File: src/rtl/slow_clock_defs.svh
// constants for the slow clock source and startup sequencer
// assumes a 100 MHz system clock and register indices scaled by four
`ifndef SLOW_CLOCK_DEFS_SVH
`define SLOW_CLOCK_DEFS_SVH

// ***********************
// register map (byte addresses)
// ***********************
`define ADDR_OSC_CONTROL   8'h00
`define ADDR_SLEEP_PERIOD  8'h04
`define ADDR_SLEEP_CLEAR   8'h08
`define ADDR_STATUS        8'h0c
`define ADDR_SLEEP_COUNT   8'h10

// ***********************
// field positions and reset values
// ***********************
`define CTRL_SOURCE_BIT    0
`define CTRL_PLL_BIT       1
`define CTRL_SPEED_LSB     2
`define CTRL_SPEED_MSB     3
`define CTRL_RESET         4'h0
`define STAT_ON_CRYSTAL    0
`define STAT_TERMINAL      1
`define STAT_SETTLING      2
`define SLEEP_PERIOD_RESET 16'h7fff

// ***********************
// timing
// ***********************
`define CLOCK_PERIOD_NS    10
`define LOCK_SETTLE_NS     16000000
`define LOCK_SETTLE_CYCLES ((`LOCK_SETTLE_NS + `CLOCK_PERIOD_NS - 1) / `CLOCK_PERIOD_NS)
`define ONE_HZ_DIV_BITS    15

`endif

File: src/rtl/slow_clock_pkg.sv
// types for the slow clock source and startup sequencer
// assumes slow_clock_defs.svh for the numeric constants
package slow_clock_pkg;

   typedef enum logic [1:0] {
      speed_3mhz,
      speed_6mhz,
      speed_12mhz,
      speed_24mhz
   } cpu_speed_t;

   typedef struct packed {
      cpu_speed_t cpu_speed;
      logic       pll_mode;
      logic       source_select;
   } osc_control_t;

endpackage

File: src/rtl/pin_sync.sv
// two-stage synchroniser with rising-edge pulse
// assumes the input is asynchronous to clock
`timescale 1ns/100ps

module pin_sync (
   // clock and reset
   input  wire logic clock,
   input  wire logic rst_b,
   // pin side
   input  wire logic async_in,
   // core side
   output logic      level,
   output logic      rise
);

   logic stage_one;
   logic stage_two;
   logic stage_three;

   // ***********************
   // sampling
   // ***********************
   // only stage_two reads stage_one
   always_ff @(posedge clock) begin
      if (!rst_b) begin
         stage_one   <= 1'b0;
         stage_two   <= 1'b0;
         stage_three <= 1'b0;
      end else begin
         stage_one   <= async_in;
         stage_two   <= stage_one;
         stage_three <= stage_two;
      end
   end

   assign level = stage_two;
   assign rise  = stage_two & ~stage_three;

endmodule

File: src/rtl/slow_clock_control.sv
// slow clock source selection, sleep timer switchover and pll startup throttle
// assumes the two oscillators arrive as pins much slower than the 100 MHz clock
`timescale 1ns/100ps
`include "slow_clock_defs.svh"

module slow_clock_control #(
   parameter int unsigned SLEEP_WIDTH  = 16,
   parameter int unsigned SETTLE_COUNT = `LOCK_SETTLE_CYCLES,
   parameter int unsigned DIV_BITS     = `ONE_HZ_DIV_BITS
) (
   // clock and reset
   input  wire logic                     clock,
   input  wire logic                     rst_b,
   // register port
   input  wire logic [7:0]               addr,
   input  wire logic [31:0]              wdata,
   input  wire logic                     wr,
   input  wire logic                     rd,
   output logic      [31:0]              rdata,
   // oscillator pins and supply sense
   input  wire logic                     low_accuracy_internal_osc,
   input  wire logic                     external_crystal_osc,
   input  wire logic                     supply_is_3v,
   // clock tree and main oscillator control
   output logic                          crystal_enable,
   output logic                          crystal_pins_drive_oe,
   output logic                          slow_clock_tree,
   output logic                          one_hz_tick,
   output logic                          pll_enable,
   output slow_clock_pkg::cpu_speed_t    cpu_speed
);
   import slow_clock_pkg::*;

   localparam int unsigned SETTLE_BITS = $clog2(SETTLE_COUNT + 1);
   localparam logic [SETTLE_BITS-1:0] SETTLE_LAST = SETTLE_BITS'(SETTLE_COUNT - 1);

   function automatic cpu_speed_t slower(input cpu_speed_t a, input cpu_speed_t b);
      slower = (a < b) ? a : b;
   endfunction

   logic ilo_level, ilo_rise, eco_level, low_supply;
   pin_sync u_ilo (.clock(clock), .rst_b(rst_b), .async_in(low_accuracy_internal_osc),
                   .level(ilo_level), .rise(ilo_rise));
   pin_sync u_eco (.clock(clock), .rst_b(rst_b), .async_in(external_crystal_osc),
                   .level(eco_level), .rise());
   pin_sync u_sup (.clock(clock), .rst_b(rst_b), .async_in(supply_is_3v),
                   .level(low_supply), .rise());

   // ***********************
   // registers
   // ***********************
   osc_control_t           osc_control_reg_zero, next_osc_control;
   logic [SLEEP_WIDTH-1:0] sleep_period, next_sleep_period;
   logic [SLEEP_WIDTH-1:0] sleep_count, next_sleep_count;
   logic                   terminal_seen, next_terminal_seen;
   logic [31:0]            next_rdata;
   logic                   on_crystal, next_on_crystal;
   logic                   terminal_seen_enabled, next_terminal_seen_enabled;
   logic                   settling, next_settling;

   logic sleep_terminal;
   assign sleep_terminal = ilo_rise && (sleep_count == sleep_period);

   always_comb begin
      next_osc_control   = osc_control_reg_zero;
      next_sleep_period  = sleep_period;
      next_sleep_count   = sleep_count;
      next_terminal_seen = terminal_seen;
      next_rdata         = 32'h0;
      // timer ticks on the internal oscillator, so one second is only 0.5 to 2 s
      if (ilo_rise)
         next_sleep_count = sleep_terminal ? '0 : sleep_count + 1'b1;
      if (wr) begin
         unique case (addr)
            `ADDR_OSC_CONTROL: next_osc_control = osc_control_t'(wdata[`CTRL_SPEED_MSB:0]);
            `ADDR_SLEEP_PERIOD: next_sleep_period = wdata[SLEEP_WIDTH-1:0];
            `ADDR_SLEEP_CLEAR: begin
               next_sleep_count   = '0;
               next_terminal_seen = 1'b0;
            end
            default: ;
         endcase
      end
      // a terminal count in the clearing cycle still counts
      if (sleep_terminal)
         next_terminal_seen = 1'b1;
      if (rd) begin
         unique case (addr)
            `ADDR_OSC_CONTROL: next_rdata[`CTRL_SPEED_MSB:0] = osc_control_reg_zero;
            `ADDR_SLEEP_PERIOD: next_rdata[SLEEP_WIDTH-1:0] = sleep_period;
            `ADDR_STATUS: begin
               next_rdata[`STAT_ON_CRYSTAL] = on_crystal;
               next_rdata[`STAT_TERMINAL]   = terminal_seen;
               next_rdata[`STAT_SETTLING]   = settling;
            end
            `ADDR_SLEEP_COUNT: next_rdata[SLEEP_WIDTH-1:0] = sleep_count;
            default: ;
         endcase
      end
   end

   always_ff @(posedge clock) begin
      if (!rst_b) begin
         osc_control_reg_zero <= osc_control_t'(`CTRL_RESET);
         sleep_period         <= SLEEP_WIDTH'(`SLEEP_PERIOD_RESET);
         sleep_count          <= '0;
         terminal_seen        <= 1'b0;
         rdata                <= 32'h0;
      end else begin
         osc_control_reg_zero <= next_osc_control;
         sleep_period         <= next_sleep_period;
         sleep_count          <= next_sleep_count;
         terminal_seen        <= next_terminal_seen;
         rdata                <= next_rdata;
      end
   end

   // ***********************
   // slow clock tree source
   // ***********************
   logic want_crystal, safe_point;
   logic next_tree, next_crystal_enable;
   logic [DIV_BITS-1:0] div_count, next_div_count;
   logic next_one_hz, tree_rise;

   // crystal only after a terminal count seen while it was enabled
   assign want_crystal = osc_control_reg_zero.source_select && terminal_seen_enabled;
   // swap only while tree and both sources are low, so no phase is cut short
   assign safe_point   = !slow_clock_tree && !ilo_level && !eco_level;
   assign tree_rise    = next_tree && !slow_clock_tree;

   always_comb begin
      next_crystal_enable        = osc_control_reg_zero.source_select;
      next_terminal_seen_enabled = terminal_seen_enabled;
      if (!osc_control_reg_zero.source_select)
         next_terminal_seen_enabled = 1'b0;
      else if (sleep_terminal)
         next_terminal_seen_enabled = 1'b1;
      next_on_crystal = on_crystal;
      if (safe_point)
         next_on_crystal = want_crystal;
      next_tree   = next_on_crystal ? eco_level : ilo_level;
      next_one_hz = 1'b0;
      next_div_count = div_count;
      if (tree_rise) begin
         next_div_count = div_count + 1'b1;
         next_one_hz    = &div_count;
      end
   end

   always_ff @(posedge clock) begin
      if (!rst_b) begin
         crystal_enable        <= 1'b0;
         crystal_pins_drive_oe <= 1'b0;
         terminal_seen_enabled <= 1'b0;
         on_crystal            <= 1'b0;
         slow_clock_tree       <= 1'b0;
         div_count             <= '0;
         one_hz_tick           <= 1'b0;
      end else begin
         crystal_enable        <= next_crystal_enable;
         crystal_pins_drive_oe <= 1'b0; // pins never driven by logic
         terminal_seen_enabled <= next_terminal_seen_enabled;
         on_crystal            <= next_on_crystal;
         slow_clock_tree       <= next_tree;
         div_count             <= next_div_count;
         one_hz_tick           <= next_one_hz;
      end
   end

   // ***********************
   // pll lock and cpu throttle
   // ***********************
   logic [SETTLE_BITS-1:0] settle_count, next_settle_count;
   logic        next_pll_enable;
   cpu_speed_t  next_cpu_speed, ceiling;

   always_comb begin
      // internal oscillator has no path to the lock input, so pll waits for crystal
      next_pll_enable   = osc_control_reg_zero.pll_mode && on_crystal;
      next_settling     = settling;
      next_settle_count = settle_count;
      if (next_pll_enable && !pll_enable) begin
         next_settling     = 1'b1;
         next_settle_count = '0;
      end else if (settling) begin
         next_settle_count = settle_count + 1'b1;
         if (settle_count == SETTLE_LAST)
            next_settling = 1'b0;
      end
      ceiling = low_supply ? speed_12mhz : speed_24mhz;
      // overshoot during lock: hold 3 MHz whatever software asks
      if (next_settling)
         ceiling = speed_3mhz;
      next_cpu_speed = slower(osc_control_reg_zero.cpu_speed, ceiling);
   end

   always_ff @(posedge clock) begin
      if (!rst_b) begin
         pll_enable   <= 1'b0;
         settling     <= 1'b0;
         settle_count <= '0;
         cpu_speed    <= speed_3mhz;
      end else begin
         pll_enable   <= next_pll_enable;
         settling     <= next_settling;
         settle_count <= next_settle_count;
         cpu_speed    <= next_cpu_speed;
      end
   end

endmodule

File: config.mk
export PLATFORM = sky130hd
export DESIGN_NAME = slow_clock_control
export DESIGN_NICKNAME = d
export VERILOG_FILES = /design/src/rtl/slow_clock_pkg.sv /design/src/rtl/pin_sync.sv /design/src/rtl/slow_clock_control.sv
export VERILOG_INCLUDE_DIRS = /design/src /design/src/rtl
export SDC_FILE = /design/constraint.sdc
export NUM_CORES = 1
export LEC_CHECK = 0
export ABC_AREA = 1
export BUFFER_PORTS_ARGS = -buffer_cell sky130_fd_sc_hd__buf_2
export CORE_MARGIN = 2
export CORE_UTILIZATION = 50
export CTS_CLUSTER_SIZE = 28
export DETAILED_ROUTE_END_ITERATION = 10
export GPL_TIMING_DRIVEN = 0
export PLACE_DENSITY = 0.79
export SLEW_MARGIN = 25
export SYNTH_ARGS = -nofsm -noshare
export SYNTH_HDL_FRONTEND = slang
export SYNTH_SLANG_ARGS = --single-unit
File: constraint.sdc
create_clock -name clock -period 1.99 [get_ports clock]
set_input_delay 0.4975 -clock clock [delete_from_list [all_inputs] [get_ports clock]]
set_output_delay 0.4975 -clock clock [all_outputs]
set_load 0.05 [all_outputs]
==> metrics.md, run 1 <==
| Metric | Value |
|---|---|
| Synth area leader | dfxtp_1 |
| Crit. End Element | register |
| First-pass GRT wire length | about 19 mm |
| Initial Util | between 50% and 60% |
| Vias in the first global route | roughly 4.3k |
| DRT iter0 DRCs | roughly 160 |
| Final worst slack | approximately 0.18 ns |
| CP max stage cell | dfxtp_1 |
| RSZ-0062 raised after global routing | no |
| Core Rows | 36 |
| H-tree Lvls | 3 |
| Synth async-reset ratio | 0% |
| Count leader, synth | nand2_1 |
| Ant diodes | 0 |
| CTS clk-pin slew, worst paths | 0.11 ns |
| Global route hottest layer | met2 |
| Hold Path Class | primary input to register |
| DR WL/cell | roughly 12 µm |
| Area of the die | 11100 µm² |
| Die Width | ~110 µm |
| Static Leak | between 0.002 and 0.003 µW |
| Max Root-Sink Buffers | 2 |
| Post-CTS Setup Repair Bufs | 0 |
| Netlist cell types | 39 |
| GR Util met2 | 38.3% |
| GRT overflow | 0 |
| Met1 Usage GRT | a little over a quarter |
| Post-route insts no fill | between 900 and 1k |
| Io pins | 86 |
| Core Util, Final | 58.8% |
| Pins Over Slew Limit | 0 |
| Kind of cell adding the most delay to the critical path | simple AND/OR/NAND/NOR gates |
| Die height | 105 µm |
| Place WS | -0.0496 ns |
| CTS resizes | 0 |
| Worst Path Arrival | between 2 and 2.5 ns |
| Largest net degree at the start of global routing | 20 |
| Via count | 4734 |
| Worst path most repeated cell | nand3_1 |
| Syn Area/Cell | just under 7 µm² |
| Max-Cap Viols | 0 |
| TritonCTS clock tree | yes |
| Skew-Pair Late Insertion Delay | ~0.38 ns |
| WL final | roughly 12 mm |
| Clk_skew | between 0.01 and 0.015 ns |
| Slowest stage delay, CP | roughly 0.38 ns |
| CP Cell Sequence | ha_2 -> nand3_1 -> nor3_1 -> nand3_1 -> a21oi_2 -> inv_1 -> ha_1 -> o21ai_0 -> a21oi_1 |
| Global-route met3 utilization | 3.99% |
| Initial antenna violation count | 0 |
| Clk sink count | ~110 |
| Final critical-path share of the clock period | about nine tenths |
| IO buf count | 52 |
| Synth top area share | between 40% and 50% |
| Vias per cell | around 4.9 |
| Nets@finish | approximately 880 |
| Synthesized flop and latch total | ~110 |
| Total Routing Usage GR | 21.7% |
| Crit path max fanout | 4 |
| CTS hold repair buffers | 0 |
| Core Region | between 9000 and 10000 µm² |
| ANT nets after route | 0 |
| WP buf/inv | 1 |
| YS warnings | 0 |
| Fin. Hold Viols | 0 |
| Post-synth EDFFs | 0 |
| Worst setup path class | register to register |
| Post-synth top cells | 186 x nand2_1, 105 x dfxtp_1, 104 x nor2_1 |
| Relative slew slack | 62.8% |
| Fmax | about 550 MHz |
| CP required | roughly 2.3 ns |
| Clk root buf | clkbuf_8 |
| 1st-pass router iterations | 4 |
| Synth Flop Type | dfxtp_1 |
| Post-DP HPWL | approximately 9.0 mm |
| Sequential area share after synthesis | 41.1% |
| Largest cells by area after synthesis | dfxtp_1 41%, nand2_1 14%, nor2_1 7.6% |
| Syn Inst Count | ~740 |
| Layout area overhead | 13.3% |
| Worst IR Drop VDD | around 0.40 mV |
| Clock buffer count from CTS | 9 |
| Placed cells | 945 |
| Synth Cell Area | just over 5000 µm² |
| PD cells | 626 nW/µm² |
| Layout cell share with drive strength beyond 1 | between 15 and 20% |
| Fin crit period | ~1.8 ns |
| Status | finished, final reports clean |
| Critical Path Start Type | register |
| Final Wtd Congestion | 0.955 |
| DRC | 0 |
| # setup viols final | 0 |
| Worst-margin pin slew | ~0.56 ns |
-- cells in the final DEF (no fill, tap or decap), drive strengths merged --
cell	instances
nand4	8
nor2	109
o211ai	16
or2	2
clkbuf	14
a21oi	40
dfxtp	105
conb	17
ha	5
nor4	2
o21ai	32
and3b	1
nand2	194
nand3b	4
xor2	11
o31ai	1
buf	78
xnor2	4
clkinvlp	2
nand3	43
inv	107
o22ai	2
a31oi	1
nor3	22
clkinv	3
o21a	5
-- per-stage QoR --
step / hold slack [ns] / TNS [ns] / power (µW) / cell area, µm²
6_report: 0.290 / 0 / 3630 / 5800
5_1_grt: 0.281 / 0 / 3740 / 5800
4_1_cts: 0.281 / 0 / 3650 / 5790
3_5_place_dp: 0.399 / -0.232 / 2410 / 5600
3_3_place_gp: 0.401 / 0 / 2410 / 5600
2_1_floorplan: 0.390 / 0 / 2340 / 5180
-- final cells by class --
| cell class | instances | area, µm² |
|---|---|---|
| fillers | 961 | 4070 |
| clock inverters | 7 | 61.3 |
| clock buffers | 9 | 124 |
| repair buffers | 52 | 260 |
| well taps | 133 | 166 |
| multi-input cells | 519 | 2500 |
| inverters | 105 | 394 |
| plain buffers | 31 | 190 |
| flip-flops and latches | 105 | 2100 |
-- tightest hold or removal path, cell delays in order --
cell,delay [ns]
buf_2,0.07
nand2_1,0.04
inv_1,0.04
-- path summary, 6_finish.rpt --
kind / end / start / slack [ns] / cells after the start
worst max register to register: cpu_speed[0]$_SDFF_PN0_ / settle_count[1]$_SDFFE_PP0P_ / 0.18 / 9
worst min register to register: u_sup.level$_SDFF_PN0_ / u_sup.stage_one$_SDFF_PN0_ / 0.42 / 2
worst max-delay path: cpu_speed[0]$_SDFF_PN0_ / settle_count[1]$_SDFFE_PP0P_ / 0.18 / 9
worst min-delay path: u_sup.stage_one$_SDFF_PN0_ / supply_is_3v / 0.29 / 3
-- layer usage --
metal / part of all wire, % / up-vias
met1: 45 / 2142
met4: 1.7 / 0
li1: - / 2478
met3: 4.3 / 13
met5: 0 / -
met2: 49 / 101
-- registers in the layout (all words and copies together), names as in the netlist, 2 cells and up, named ones only --
name                  cells
rdata                    16
div_count                15
sleep_count              16
settle_count             21
sleep_period             16
osc_control_reg_zero      3
cpu_speed                 2
-- logic make-up after synthesis --
kind of cell               Yosys count  share of synthesized area (%)
adders and majority gates            5                           1.22
buffers and inverters              136                           11.4
other                                1                         0.0733
and+or+nand+nor                    385                           32.9
xor gates and xnor gates            15                           2.57
DFF                                105                           41.1
AOI/OAI and AO/OA                   97                           10.7
-- where the power goes --
| part | internal (µW) | leakage, µW | switching (µW) |
|---|---|---|---|
| logic | 70.8 | 0.00172 | 167 |
| registers | 2110 | 0.000849 | 10.6 |
| clock network | 477 | 0.0000884 | 790 |
(Power assumes the default switching activity.)
==> inputs of run 2 (changes only) <==
--- a/config.mk
+++ b/config.mk
@@ -6,14 +6,13 @@
 export SDC_FILE = /design/constraint.sdc
 export NUM_CORES = 1
 export LEC_CHECK = 0
-export ABC_AREA = 1
 export BUFFER_PORTS_ARGS = -buffer_cell sky130_fd_sc_hd__buf_2
 export CORE_MARGIN = 2
 export CORE_UTILIZATION = 50
 export CTS_CLUSTER_SIZE = 28
 export DETAILED_ROUTE_END_ITERATION = 10
 export GPL_TIMING_DRIVEN = 0
-export PLACE_DENSITY = 0.79
+export PLACE_DENSITY = 0.8
 export SLEW_MARGIN = 25
 export SYNTH_ARGS = -nofsm -noshare
 export SYNTH_HDL_FRONTEND = slang
==> metrics.md, run 2 <==
| Metric | Value |
|---|---|
| Status | finished, final reports clean |
| PD cells | 674 nW/µm² (+7.6%) |
| Synthesized flop and latch total | 105 (unchanged) |
| Crit path max fanout | 10 (+6) |
| Vias per cell | 5.22 (+5.9%) |
| Initial antenna violation count | 0 (unchanged) |
| Worst IR Drop VDD | 0.316 mV (-20%) |
| Place WS | -0.0990 ns (-0.0495 ns) |
| Largest register by flop count | settle_count |
| Relative slew slack | 66.5% (+3.6 points) |
| Fmax | 518 MHz (-6.1%) |
| Worst Path Arrival | 2.20 ns (+0.10 ns) |
| DR WL/cell | 13.9 µm (+16%) |
| Core Region | 9200 µm² (-6.8%) |
| Clk_skew | 0.0134 ns (+0.00305 ns) |
| Initial Util | 51.3% (-0.61 points) |
| Ant diodes | 0 (unchanged) |
| Count leader, synth | dfxtp_1 |
| Placed cells | 699 (-26%) |
| First-pass GRT wire length | 16.4 mm (-16%) |
| Skew-Pair Late Insertion Delay | 0.38 ns (about the same) |
| Kind of cell adding the most delay to the critical path | simple AND/OR/NAND/NOR gates |
| IO buf count | 50 (-3.8%) |
| Max Root-Sink Buffers | 2 (unchanged) |
| CTS clk-pin slew, worst paths | 0.11 ns (about the same) |
| Pins Over Slew Limit | 0 (unchanged) |
| Worst setup path class | register to register |
| Switching power | 979 µW (+1.2%) |
| ANT nets after route | 0 (unchanged) |
| Die Width | 101 µm (-3.9%) |
| Io pins | 86 (unchanged) |
| Largest cells by area after synthesis | dfxtp_1 45%, xor2_1 6.9%, nor2_1 5.1% |
| Commonest non-fill, non-tap cell in the layout | dfxtp_1 |
| Die height | 101 µm (-3.9%) |
| Placed Area | 5160 µm² (-7.9%) |
| DRT iter0 DRCs | 157 (-1.3%) |
| Post-DP HPWL | 7.40 mm (-17%) |
| Hold Path Class | primary input to register |
| DRC | 0 (unchanged) |
| Final worst slack | 0.0589 ns (-0.118 ns) |
| Post-route insts no fill | 716 (-25%) |
| Tot Pwr | 3670 µW (+1.0%) |
| Sequential area share after synthesis | 44.6% (+3.5 points) |
| CTS hold repair buffers | 0 (unchanged) |
| Core Rows | 35 (-2.8%) |
| Syn Area/Cell | 9.03 µm² (+31%) |
| Syn Inst Count | 522 (-30%) |
| Max-Cap Viols | 0 (unchanged) |
| Fillers | 795 (-17%) |
| Worst-margin pin slew | 0.503 ns (-0.0545 ns) |
| # setup viols final | 0 (unchanged) |
| CP Cell Sequence | clkbuf_2 -> xor2_1 -> nor4_2 -> nand4_1 -> o21ai_4 -> buf_6 -> nor2_1 |
| WL final | 9.99 mm (-14%) |
| Netlist cell types | 56 (+44%) |
| Post-synth EDFFs | 0 (unchanged) |
| Slowest stage delay, CP | 0.36 ns (-0.02 ns) |
| YS warnings | 0 (unchanged) |
| Via count | 3734 (-21%) |
| CP max stage cell | nor4_2 |
| Final Wtd Congestion | 0.891 (-6.7%) |
| Max FFs per register | 21 (unchanged) |
| R2R Setup Slk | 0.06 ns (-0.12 ns) |
| Internal cell power | 2690 µW (+0.96%) |
| Layout area overhead | 15.4% |
| Seq pwr share | 57.8% (-0.7 points) |
| TritonCTS clock tree | yes |
| Synth Cell Area | 4710 µm² (-7.9%) |
| GRT overflow | 0 (unchanged) |
| Clk sink count | 105 (unchanged) |
| Area of the die | 10200 µm² (-7.6%) |
| Critical Path Start Type | register |
| CP required | 2.26 ns (about the same) |
| Static Leak | 0.00221 µW (-17%) |
| Total Routing Usage GR | 20.0% (-1.7 points) |
| Largest net degree at the start of global routing | 22 (+10%) |
| Clock buffer count from CTS | 9 (unchanged) |
| Gate power share | 6.3% (-0.3 points) |
| WP buf/inv | 2 (+1) |
| Fin crit period | 1.93 ns (+0.118 ns) |
| Synth Flop Type | dfxtp_1 |
| Synth area leader | dfxtp_1 |
| Synth async-reset ratio | 0% (unchanged) |
| Clk root buf | clkbuf_8 |
| Post-route cell area | 5440 µm² (-6.1%) |
| Final critical-path share of the clock period | 97.0% (+5.9 points) |
| Clock share of power | 35.9% (+1.0 points) |
| Switching part of the total power | 26.7% (+0.046 points) |
| Vias in the first global route | 3610 (-16%) |
| Post-synth top cells | 105 x dfxtp_1, 64 x nor2_1, 54 x nand2_1 |
| Synth top area share | 44.6% (+3.5 points) |
| Nets@finish | 652 (-25%) |
| Layout cell share with drive strength beyond 1 | 20.0% (+4.8 points) |
| Most frequent cells in the layout | 103 x dfxtp_1, 64 x nor2_1, 59 x buf_2 |
| 1st-pass router iterations | 6 (+2) |
| Crit. End Element | register |
| H-tree Lvls | 3 (unchanged) |
| Fin. Hold Viols | 0 (unchanged) |
==> run 2: changes by cell type after synthesis, sizes merged, moves of 12 or more <==
cell / previous run / this run
o21ai: 32 / 5
nand2: 194 / 55
a21oi: 40 / 7
xnor2: 4 / 25
nor3: 22 / 10
nor2: 109 / 64
xor2: 11 / 37
o211ai: 16 / 2
and2: 0 / 26
inv: 104 / 5
a22oi: 0 / 12
==> run 2: final timing paths <==
check,endpoint,start,depth (start not counted)
hold reg to reg,u_ilo.level$_SDFF_PN0_,u_ilo.stage_one$_SDFF_PN0_,1
setup reg to reg,sleep_count[14]$_SDFF_PN0_,sleep_count[9]$_SDFF_PN0_,7
setup / recovery,sleep_count[14]$_SDFF_PN0_,sleep_count[9]$_SDFF_PN0_,7
hold / removal,u_sup.stage_one$_SDFF_PN0_,supply_is_3v,2
==> run 2: power by group through the flow <==
stage / registers, µW / logic, µW / clock network [µW]
after CTS: 2120 / 229 / 1350
after floorplan: 2170 / 170 / 0
after global routing: 2120 / 249 / 1430
after global placement: 2170 / 225 / 0
after detailed placement: 2170 / 229 / 0
final: 2120 / 232 / 1320
==> run 2: per-layer routing <==
| layer | global-route usage [%] | up-vias | routed length [µm] |
|---|---|---|---|
| li1 | - | 1889 | - |
| met1 | 24.7 | 1743 | 4350 |
| met2 | 34.1 | 91 | 5000 |
| met3 | 5.48 | 11 | 540 |
| met4 | 5.51 | 0 | 100 |
| met5 | 0 | - | 0 |
==> run 2: kinds of logic after synthesis <==
| kind of cell | after synthesis | share of synthesized area (%) |
|---|---|---|
| simple gates | 251 | 28.6 |
| xor+xnor | 62 | 11.5 |
| compound gates | 39 | 5.76 |
| mux | 10 | 2.20 |
| fa+ha+maj | 5 | 1.33 |
| other cells | 1 | 0.0796 |
| buf+inv | 49 | 5.95 |
| flops | 105 | 44.6 |
==> run 2: stage by stage <==
stage,utilization [%],setup TNS (ns),hold WS [ns]
global placement,56.1,-0.0491,0.417
CTS,58.5,0,0.300
finish,59.2,0,0.309
detailed placement,56.1,-1.41,0.427
floorplan,-,0,0.412
global route,59.2,-0.0204,0.299
==> run 2: timing repair <==
action,4_1_cts,5_1_grt
setup buffers,0,2
endpoints found under the setup margin,1,11
pin swaps,0,3
resized for setup,2,11
==> run 2: final cells by class <==
cell class                 count  area [µm²]  share of cell area, %
buffer                        43         258                   4.74
clock buffer                   9         124                   2.28
clock inverter                 7        81.3                   1.49
inverter                       5        18.8                  0.345
multi-input combinational    384        2440                   44.9
sequential                   105        2110                   38.8
tap                          111         139                   2.55
timing repair buffer          52         265                   4.88
